==> config.mk <==
export PLATFORM = sky130hd
export DESIGN_NAME = pdg_top
export DESIGN_NICKNAME = d
export VERILOG_FILES = /design/src/rtl/pdg_pkg.sv /design/src/rtl/pdg_sync.sv /design/src/rtl/pdg_top.sv
export SDC_FILE = /design/constraint.sdc
export NUM_CORES = 1
export LEC_CHECK = 0
export BUFFER_PORTS_ARGS = -buffer_cell sky130_fd_sc_hd__buf_2
export CAP_MARGIN = 20
export CORE_MARGIN = 3
export CORE_UTILIZATION = 56
export CTS_BUF_LIST = sky130_fd_sc_hd__clkbuf_16
export DETAILED_ROUTE_END_ITERATION = 16
export PLACE_DENSITY = 0.87
export SLEW_MARGIN = 40
export SYNTH_ARGS = -nofsm -noshare
export SYNTH_HDL_FRONTEND = slang
export SYNTH_SLANG_ARGS = --single-unit
==> constraint.sdc <==
create_clock -name mclk -period 36.5 [get_ports mclk]
set_input_delay 1.825 -clock mclk [delete_from_list [all_inputs] [get_ports mclk]]
set_output_delay 1.825 -clock mclk [all_outputs]
set_load 0.01 [all_outputs]
==> src/rtl/pdg_pkg.sv <==
package pdg_pkg;

  // ********************************
  // Clock and timing
  // ********************************
  localparam int CLK_HZ = 20_000_000;
  localparam int CLK_NS = 50;
  localparam int FSTEP_HZ = 5000;
  localparam int DT_STEP_NS = 400;
  localparam int DEB_US = 1000;
  localparam int DEB_CYC = DEB_US * 1000 / CLK_NS;
  localparam int DEB_W = 15;
  localparam int CW = 12;
  localparam logic [CW-1:0] PERIOD_BASE = CW'(CLK_HZ / FSTEP_HZ);
  localparam logic [CW-1:0] DT_STEP_CYC = CW'(DT_STEP_NS / CLK_NS);

  // ********************************
  // Switch bank and duty input
  // ********************************
  localparam int SW_W = 6;
  localparam int SEL_W = 3;
  localparam int FSEL_LSB = 0;
  localparam int DSEL_LSB = 3;
  localparam logic [SW_W-1:0] SW_ALL_ON = 6'h3f;
  localparam int POT_W = 8;
  localparam logic [POT_W-1:0] POT_MAX = 8'hfa;

  // ********************************
  // Buttons
  // ********************************
  localparam int NBTN = 3;
  localparam int BTN_START = 0;
  localparam int BTN_SLEEP = 1;
  localparam int BTN_RESET = 2;

  // ********************************
  // APB register map
  // ********************************
  localparam logic [7:0] REG_CTRL = 8'h00;
  localparam logic [7:0] REG_STATUS = 8'h04;
  localparam logic [7:0] REG_DUTY = 8'h08;
  localparam int CTRL_START = 0;
  localparam int CTRL_SLEEP = 1;
  localparam int ST_RUN = 0;
  localparam int ST_SLEEP = 1;
  localparam int ST_EXT = 2;
  localparam int ST_CFG_LSB = 8;
  localparam int ST_PER_LSB = 16;

  typedef struct packed {
    logic run;
    logic sleep;
    logic ext;
    logic [SW_W-1:0] cfg;
    logic [CW-1:0] period;
    logic [CW-1:0] dt;
    logic [CW-1:0] on;
    logic [CW-1:0] cnt;
    logic [NBTN-1:0] btn;
    logic [NBTN-1:0][DEB_W-1:0] deb;
    logic hi;
    logic lo;
    logic pready;
    logic [31:0] prdata;
  } pdg_state_t;

endpackage : pdg_pkg

==> src/rtl/pdg_sync.sv <==
`timescale 1ns/1ns
`default_nettype none
module pdg_sync #(
  parameter int W = 1
) (
  input wire logic mclk,
  input wire logic arst_n,
  input wire logic [W-1:0] d,
  output logic [W-1:0] q
);
  logic [W-1:0] meta;

  // ********************************
  // Two-stage synchroniser
  // ********************************
  always_ff @(posedge mclk or negedge arst_n) begin
    if (!arst_n) begin
      meta <= '0;
      q <= '0;
    end else begin
      meta <= d;
      q <= meta;
    end
  end
endmodule : pdg_sync
`default_nettype wire

==> src/rtl/pdg_top.sv <==
`timescale 1ns/1ns
`default_nettype none
module pdg_top import pdg_pkg::*; #(
  parameter int DEB_CYCLES = DEB_CYC
) (
  input wire logic mclk,
  input wire logic arst_n,
  input wire logic [SW_W-1:0] config_switch_bank,
  input wire logic [POT_W-1:0] duty_potentiometer,
  input wire logic [NBTN-1:0] buttons_n,
  input wire logic ext_high_in,
  input wire logic ext_low_in,
  input wire logic psel,
  input wire logic penable,
  input wire logic pwrite,
  input wire logic [7:0] paddr,
  input wire logic [31:0] pwdata,
  output logic [31:0] prdata,
  output logic pready,
  output logic pslverr,
  output logic high_side_drive_in,
  output logic low_side_drive_in
);

  // ********************************
  // Decoding helpers
  // ********************************
  function automatic logic [CW-1:0] period_of(input logic [SW_W-1:0] c);
    logic [CW-1:0] div;
    div = CW'(c[FSEL_LSB +: SEL_W]) + CW'(1);
    return PERIOD_BASE / div;
  endfunction : period_of

  function automatic logic [CW-1:0] dt_of(input logic [SW_W-1:0] c);
    logic [2*CW-1:0] p;
    p = (2*CW)'(c[DSEL_LSB +: SEL_W]) * (2*CW)'(DT_STEP_CYC);
    return p[CW-1:0];
  endfunction : dt_of

  // ********************************
  // Pin synchronisers
  // ********************************
  logic [SW_W-1:0] sw_s;
  logic [POT_W-1:0] pot_s;
  logic [NBTN-1:0] btn_s;
  logic [1:0] ext_s;

  // Buttons inverted first, so a reset sync reads as released
  pdg_sync #(.W(SW_W+POT_W+NBTN+2)) u_sync (
    .mclk(mclk),
    .arst_n(arst_n),
    .d({config_switch_bank, duty_potentiometer, ~buttons_n,
        ext_high_in, ext_low_in}),
    .q({sw_s, pot_s, btn_s, ext_s})
  );

  // ********************************
  // State
  // ********************************
  pdg_state_t st;
  pdg_state_t next_st;
  logic [NBTN-1:0] press;
  logic apb_start;
  logic apb_sleep;
  logic start_evt;
  logic sleep_evt;
  logic [POT_W-1:0] pot_c;
  logic [2*CW-1:0] on_prod;
  logic [CW:0] lo_edge;

  always_comb begin
    next_st = st;
    press = '0;
    apb_start = 1'b0;
    apb_sleep = 1'b0;
    // Debounce: a level must hold DEB_CYCLES before it counts
    for (int i = 0; i < NBTN; i++) begin
      if (btn_s[i] != st.btn[i]) begin
        if (st.deb[i] == DEB_W'(DEB_CYCLES - 1)) begin
          next_st.btn[i] = btn_s[i];
          next_st.deb[i] = '0;
          press[i] = btn_s[i];
        end else begin
          next_st.deb[i] = st.deb[i] + DEB_W'(1);
        end
      end else begin
        next_st.deb[i] = '0;
      end
    end
    // APB slave, one wait state
    next_st.pready = 1'b0;
    if (psel && penable && !st.pready) begin
      next_st.pready = 1'b1;
      next_st.prdata = '0;
      if (pwrite) begin
        if (paddr == REG_CTRL) begin
          apb_start = pwdata[CTRL_START];
          apb_sleep = pwdata[CTRL_SLEEP];
        end
      end else begin
        case (paddr)
          REG_STATUS: begin
            next_st.prdata[ST_RUN] = st.run;
            next_st.prdata[ST_SLEEP] = st.sleep;
            next_st.prdata[ST_EXT] = st.ext;
            next_st.prdata[ST_CFG_LSB +: SW_W] = st.cfg;
            next_st.prdata[ST_PER_LSB +: CW] = st.period;
          end
          REG_DUTY: begin
            next_st.prdata[CW-1:0] = st.on;
            next_st.prdata[ST_PER_LSB +: CW] = st.dt;
          end
          default: next_st.prdata = '0;
        endcase
      end
    end
    start_evt = press[BTN_START] | apb_start;
    sleep_evt = press[BTN_SLEEP] | apb_sleep;
    // Duty scales with the period, so it is frequency independent
    pot_c = (pot_s > POT_MAX) ? POT_MAX : pot_s;
    on_prod = (2*CW)'(st.period) * (2*CW)'(pot_c);
    lo_edge = {1'b0, st.on} + {1'b0, st.dt};
    if (press[BTN_RESET]) begin
      next_st.run = 1'b0;
      next_st.sleep = 1'b0;
      next_st.cnt = '0;
    end else if (sleep_evt) begin
      next_st.sleep = !st.sleep;
      next_st.run = 1'b0;
    end else if (start_evt && !st.sleep) begin
      next_st.run = !st.run;
      if (!st.run) begin
        next_st.cfg = sw_s;
        next_st.ext = (sw_s == SW_ALL_ON);
        next_st.period = period_of(sw_s);
        next_st.dt = dt_of(sw_s);
        next_st.cnt = '0;
        next_st.on = '0;
      end
    end else if (st.run) begin
      if (st.cnt == st.period - CW'(1)) begin
        next_st.cnt = '0;
        next_st.on = on_prod[POT_W +: CW];
      end else begin
        next_st.cnt = st.cnt + CW'(1);
      end
    end
    // Generated leading edges delayed by dead-time, trailing edges untouched; external inputs get no dead-time but pass three cycles late
    if (st.run && st.ext) begin
      next_st.hi = ext_s[1] && !ext_s[0];
      next_st.lo = ext_s[0] && !ext_s[1];
    end else begin
      next_st.hi = st.run && st.cnt < st.on && st.cnt >= st.dt;
      next_st.lo = st.run && {1'b0, st.cnt} >= lo_edge;
    end
  end

  always_ff @(posedge mclk or negedge arst_n) begin
    if (!arst_n) begin
      st <= '0;
    end else begin
      st <= next_st;
    end
  end

  assign high_side_drive_in = st.hi;
  assign low_side_drive_in = st.lo;
  assign pready = st.pready;
  assign prdata = st.prdata;
  assign pslverr = 1'b0;
endmodule : pdg_top
`default_nettype wire

==> metrics.txt <==
# TYPE chip_impl_metric gauge
chip_impl_metric{name="p_clk_share",unit="%"} 29.5
chip_impl_metric{name="nets",unit=""} 1638
chip_impl_metric{name="skew",unit="ps"} 14.45
chip_impl_metric{name="worst-path-max-fanout",unit=""} 42
chip_impl_metric{name="setup-violations-final",unit=""} 0
chip_impl_metric{name="timing.critical_path.slowest_cell_delay",unit="ps"} 730
chip_impl_metric{name="drtPass1Iterations",unit=""} 7
chip_impl_metric{name="clk_pin_slew_worst_paths",unit="ps"} 70
chip_impl_info{name="result_of_the_run",value="complete, no violations"} 1
chip_impl_metric{name="post_synth_arst_share",unit="%"} 100.0
chip_impl_metric{name="summed_instance_area_of_the_synthesized_netlist",unit="mm²"} 0.01293
chip_impl_metric{name="detail_route.iter0.violations",unit=""} 932
chip_impl_info{name="most-common-layout-cells",value="160 x sky130_fd_sc_hd__dfrtp_1, 129 x sky130_fd_sc_hd__inv_1, 126 x sky130_fd_sc_hd__nor2_1"} 1
chip_impl_metric{name="drc_errors",unit=""} 0
chip_impl_metric{name="io_pins",unit=""} 100
chip_impl_metric{name="grt_pass1_wl",unit="µm"} 50300
chip_impl_metric{name="numCtsBuffers",unit=""} 17
chip_impl_metric{name="ctsHoldBuffers",unit=""} 0
chip_impl_metric{name="dp_cells",unit=""} 1682
chip_impl_metric{name="grt_util_all_layers",unit="%"} 24.79
chip_impl_info{name="timing.hold.worst.class",value="flop to flop"} 1
chip_impl_metric{name="hpwl",unit="µm"} 21400
chip_impl_metric{name="power.share.sequential",unit="%"} 32.2
chip_impl_metric{name="post-cts-setup-buffer-count",unit=""} 0
chip_impl_info{name="crit_type",value="flop to flop"} 1
chip_impl_metric{name="placement.io_buffers",unit=""} 62
chip_impl_metric{name="drive_above_1_share",unit="%"} 11.03
chip_impl_metric{name="post_cts_resize_count",unit=""} 0
chip_impl_info{name="worst_path_max_delay_cell",value="sky130_fd_sc_hd__ha_1"} 1
chip_impl_metric{name="die_x",unit="µm"} 157.9
chip_impl_metric{name="total_gr_overflow",unit=""} 0
chip_impl_metric{name="syn2layout_area_growth",unit="%"} 6.708
chip_impl_metric{name="core_region_area",unit="mm²"} 0.02223
chip_impl_metric{name="grt_pass1_vias",unit=""} 10499
chip_impl_metric{name="clock-sinks",unit=""} 160
chip_impl_info{name="setup.worst_path.start_class",value="flop"} 1
chip_impl_metric{name="switching_power",unit="W"} 0.0002166
chip_impl_info{name="path_common_cell",value="sky130_fd_sc_hd__ha_1"} 1
chip_impl_metric{name="per_cell_routed_wire_length",unit="µm"} 17.28
chip_impl_metric{name="cts-htree-levels",unit=""} 4
chip_impl_metric{name="power_per_cell_area",unit="mW/mm²"} 41.36
chip_impl_info{name="final_common_cell",value="sky130_fd_sc_hd__dfrtp_1"} 1
chip_impl_metric{name="internal-power",unit="W"} 0.0003539
chip_impl_info{name="highest_metal_layer_used_by_the_detailed_router",value="met4"} 1
chip_impl_metric{name="cp.required",unit="ps"} 36850
chip_impl_metric{name="power_leakage",unit="nW"} 6.738
chip_impl_metric{name="achievable-frequency",unit="MHz"} 69.32
chip_impl_metric{name="sw_frac_of_total",unit="%"} 37.97
chip_impl_metric{name="drv.max_cap_violation_count",unit=""} 0
chip_impl_metric{name="insertedDiodeCount",unit=""} 0
chip_impl_metric{name="antenna_found_initial",unit=""} 0
chip_impl_metric{name="timing_worst_slew_pin_value",unit="ps"} 868.4
chip_impl_metric{name="post_synth_inst_count",unit=""} 1413
chip_impl_metric{name="ctsLongestPathBuffers",unit=""} 2
chip_impl_metric{name="vdd_drop_max",unit="µV"} 29.57
chip_impl_metric{name="vias",unit=""} 10359
chip_impl_metric{name="crit_arrival",unit="ps"} 14770
chip_impl_metric{name="final_critical_path_share_of_the_clock_period",unit="%"} 39.52
chip_impl_metric{name="floorplan.die_area",unit="mm²"} 0.02494
chip_impl_metric{name="fillCellCount",unit=""} 1696
chip_impl_metric{name="yosys_register_bits",unit=""} 160
chip_impl_metric{name="via_per_inst",unit=""} 6.047
chip_impl_metric{name="synth_enable_flop_cells",unit=""} 0
chip_impl_info{name="unrepaired_setup_endpoints_after_global_routing",value="false"} 1
chip_impl_metric{name="fin_crit",unit="ps"} 14430
chip_impl_metric{name="std_cell_rows",unit=""} 54
chip_impl_metric{name="final_hold_viol_count",unit=""} 0
chip_impl_metric{name="synth.yosys.warnings",unit=""} 0
chip_impl_metric{name="initial_utilization",unit="%"} 58.15
chip_impl_metric{name="fin_total_pwr",unit="W"} 0.0005705
chip_impl_metric{name="instances_no_fill",unit=""} 1713
chip_impl_metric{name="totalNegativeSetupSlack",unit="ps"} 0
chip_impl_info{name="kind_of_capture_point_of_the_worst_setup_path",value="flop"} 1
chip_impl_metric{name="final_wl",unit="µm"} 29600
chip_impl_metric{name="grt_start_max_net_pins",unit=""} 85
chip_impl_metric{name="met3_length",unit="µm"} 2080
chip_impl_metric{name="sequential_cell_area_fraction_in_the_yosys_report",unit="%"} 30.97
chip_impl_metric{name="slew_violations",unit=""} 0
chip_impl_info{name="dominantRegCellSynth",value="sky130_fd_sc_hd__dfrtp_1"} 1
chip_impl_metric{name="final_antenna_net_count",unit=""} 0
chip_impl_info{name="clock-root-buffer",value="sky130_fd_sc_hd__clkbuf_16"} 1
chip_impl_metric{name="die-height",unit="µm"} 157.9
chip_impl_metric{name="met2_layer_wire_length_in_the_routed_design",unit="µm"} 14480
chip_impl_metric{name="syn_area_per_cell",unit="µm²"} 9.148
chip_impl_metric{name="maxSlewHeadroom",unit="%"} 41.29
chip_impl_info{name="cts_tree",value="yes"} 1
chip_impl_metric{name="clkLatencyLatePin",unit="ps"} 440
chip_impl_metric{name="synth.distinct_cells",unit=""} 98
chip_impl_metric{name="combinationalPowerShare",unit="%"} 38.3
chip_impl_metric{name="met1_length",unit="µm"} 12220
chip_impl_metric{name="place.gp.congestion",unit=""} 0.9055
-- per-stage QoR --
step	utilization, %	hold WS [ps]	cell area [µm²]	worst slack [ps]
global placement	59.48	332.1	13220	22920
finish	62.05	348.6	13790	22070
CTS	62.04	349.4	13790	22440
detailed placement	59.56	334.7	13240	22510
floorplan	-	331.2	12950	24460
global route	62.05	360.7	13790	21020
-- worst paths after layout --
kind	start	to	slack (ps)	cells past startpoint
worst min register to register	u_sync.meta[4]	u_sync.q[4]	350	0
worst max register to register	u_sync.q[13]	st[119]	22070	51
min in group asynchronous	arst_n	u_sync.meta[14]	1400	1
worst min-delay path	u_sync.meta[4]	u_sync.q[4]	350	0
max in group asynchronous	arst_n	st[99]	33940	2
worst max-delay path	u_sync.q[13]	st[119]	22070	51
-- worst max-delay path, delay by kind of cell (launching register included) --
kind | cells | cell delay, ps
XOR/XNOR | 2 | 650
adder cells (fa/ha/maj) | 7 | 2920
multiplexers | 2 | 610
AO/OA/AOI/OAI | 23 | 5870
flip-flops | 1 | 330
buffers and inverters | 5 | 1120
AND/OR/NAND/NOR | 12 | 2780
-- power groups by stage --
stage / clock (W) / sequential, W / combinational, W
after floorplan: 0 / 0.000185 / 0.000173
after global placement: 0 / 0.000187 / 0.000206
after detailed placement: 0 / 0.000187 / 0.000214
after CTS: 0.000171 / 0.000183 / 0.000215
after global routing: 0.000179 / 0.000184 / 0.000240
final: 0.000169 / 0.000183 / 0.000219
-- metal layers --
metal,up-vias,track usage (%)
li1,4833,-
met1,5072,32.28
met2,386,41.79
met5,-,0
met3,68,4.374
met4,0,8.972
-- synth_stat cells (8+ instances only) --
master,number,area (µm²)
sky130_fd_sc_hd__dfrtp_1,160,4004
sky130_fd_sc_hd__inv_1,129,484.2
sky130_fd_sc_hd__nor2_1,126,473.0
sky130_fd_sc_hd__nand2_1,121,454.2
sky130_fd_sc_hd__ha_1,93,1164
sky130_fd_sc_hd__a21oi_1,60,300.3
sky130_fd_sc_hd__fa_1,60,1201
sky130_fd_sc_hd__xor2_1,55,481.7
sky130_fd_sc_hd__xnor2_1,54,473.0
sky130_fd_sc_hd__clkbuf_1,47,176.4
sky130_fd_sc_hd__and2_1,46,287.8
sky130_fd_sc_hd__o21ai_0,46,230.2
sky130_fd_sc_hd__nand3_1,42,210.2
sky130_fd_sc_hd__buf_4,34,255.2
sky130_fd_sc_hd__nor3_1,24,120.1
sky130_fd_sc_hd__nand4_1,22,137.6
sky130_fd_sc_hd__a21o_1,20,150.1
sky130_fd_sc_hd__nand2b_1,19,118.9
sky130_fd_sc_hd__nor2b_1,17,106.4
sky130_fd_sc_hd__a22o_1,16,140.1
sky130_fd_sc_hd__mux2_2,15,168.9
sky130_fd_sc_hd__a31oi_1,13,81.33
sky130_fd_sc_hd__and3_1,12,75.07
sky130_fd_sc_hd__a222oi_1,10,100.1
sky130_fd_sc_hd__mux2i_1,10,100.1
sky130_fd_sc_hd__nor4_1,8,50.05
sky130_fd_sc_hd__nor4b_1,8,70.07
sky130_fd_sc_hd__or2_2,8,50.05
-- cell families (layout without fill, tap and decap cells) --
family          count (synthesis)  after routing  synth area share [%]
other cells                     1              7               0.02901
mux                            29             29                 2.507
buf+inv                       219            233                 7.492
compound gates                252            252                 13.98
fa+ha+maj                     153            153                 18.29
flops                         160            160                 30.97
simple gates                  490            490                 19.34
xor+xnor                      109            109                 7.385
-- layout make-up --
class                      instances  area, µm²  share of cell area (%)
multi-input combinational       1040       7995                   57.96
sequential                       160       4004                   29.03
inverter                         130      488.0                   3.538
tap                              280      350.3                   2.540
clock buffer                      17      425.4                   3.084
clock inverter                    14      125.1                  0.9071
timing repair buffer              72      405.4                   2.939
-- sequential cells by signal, summed over array words and instances, names as in the netlist --
register and cells:
u_sync.meta 19, u_sync.q 19, st 93, pready 1, prdata 26, high_side_drive_in 1
low_side_drive_in 1
No activity file was read; power rests on OpenSTA's default activity.
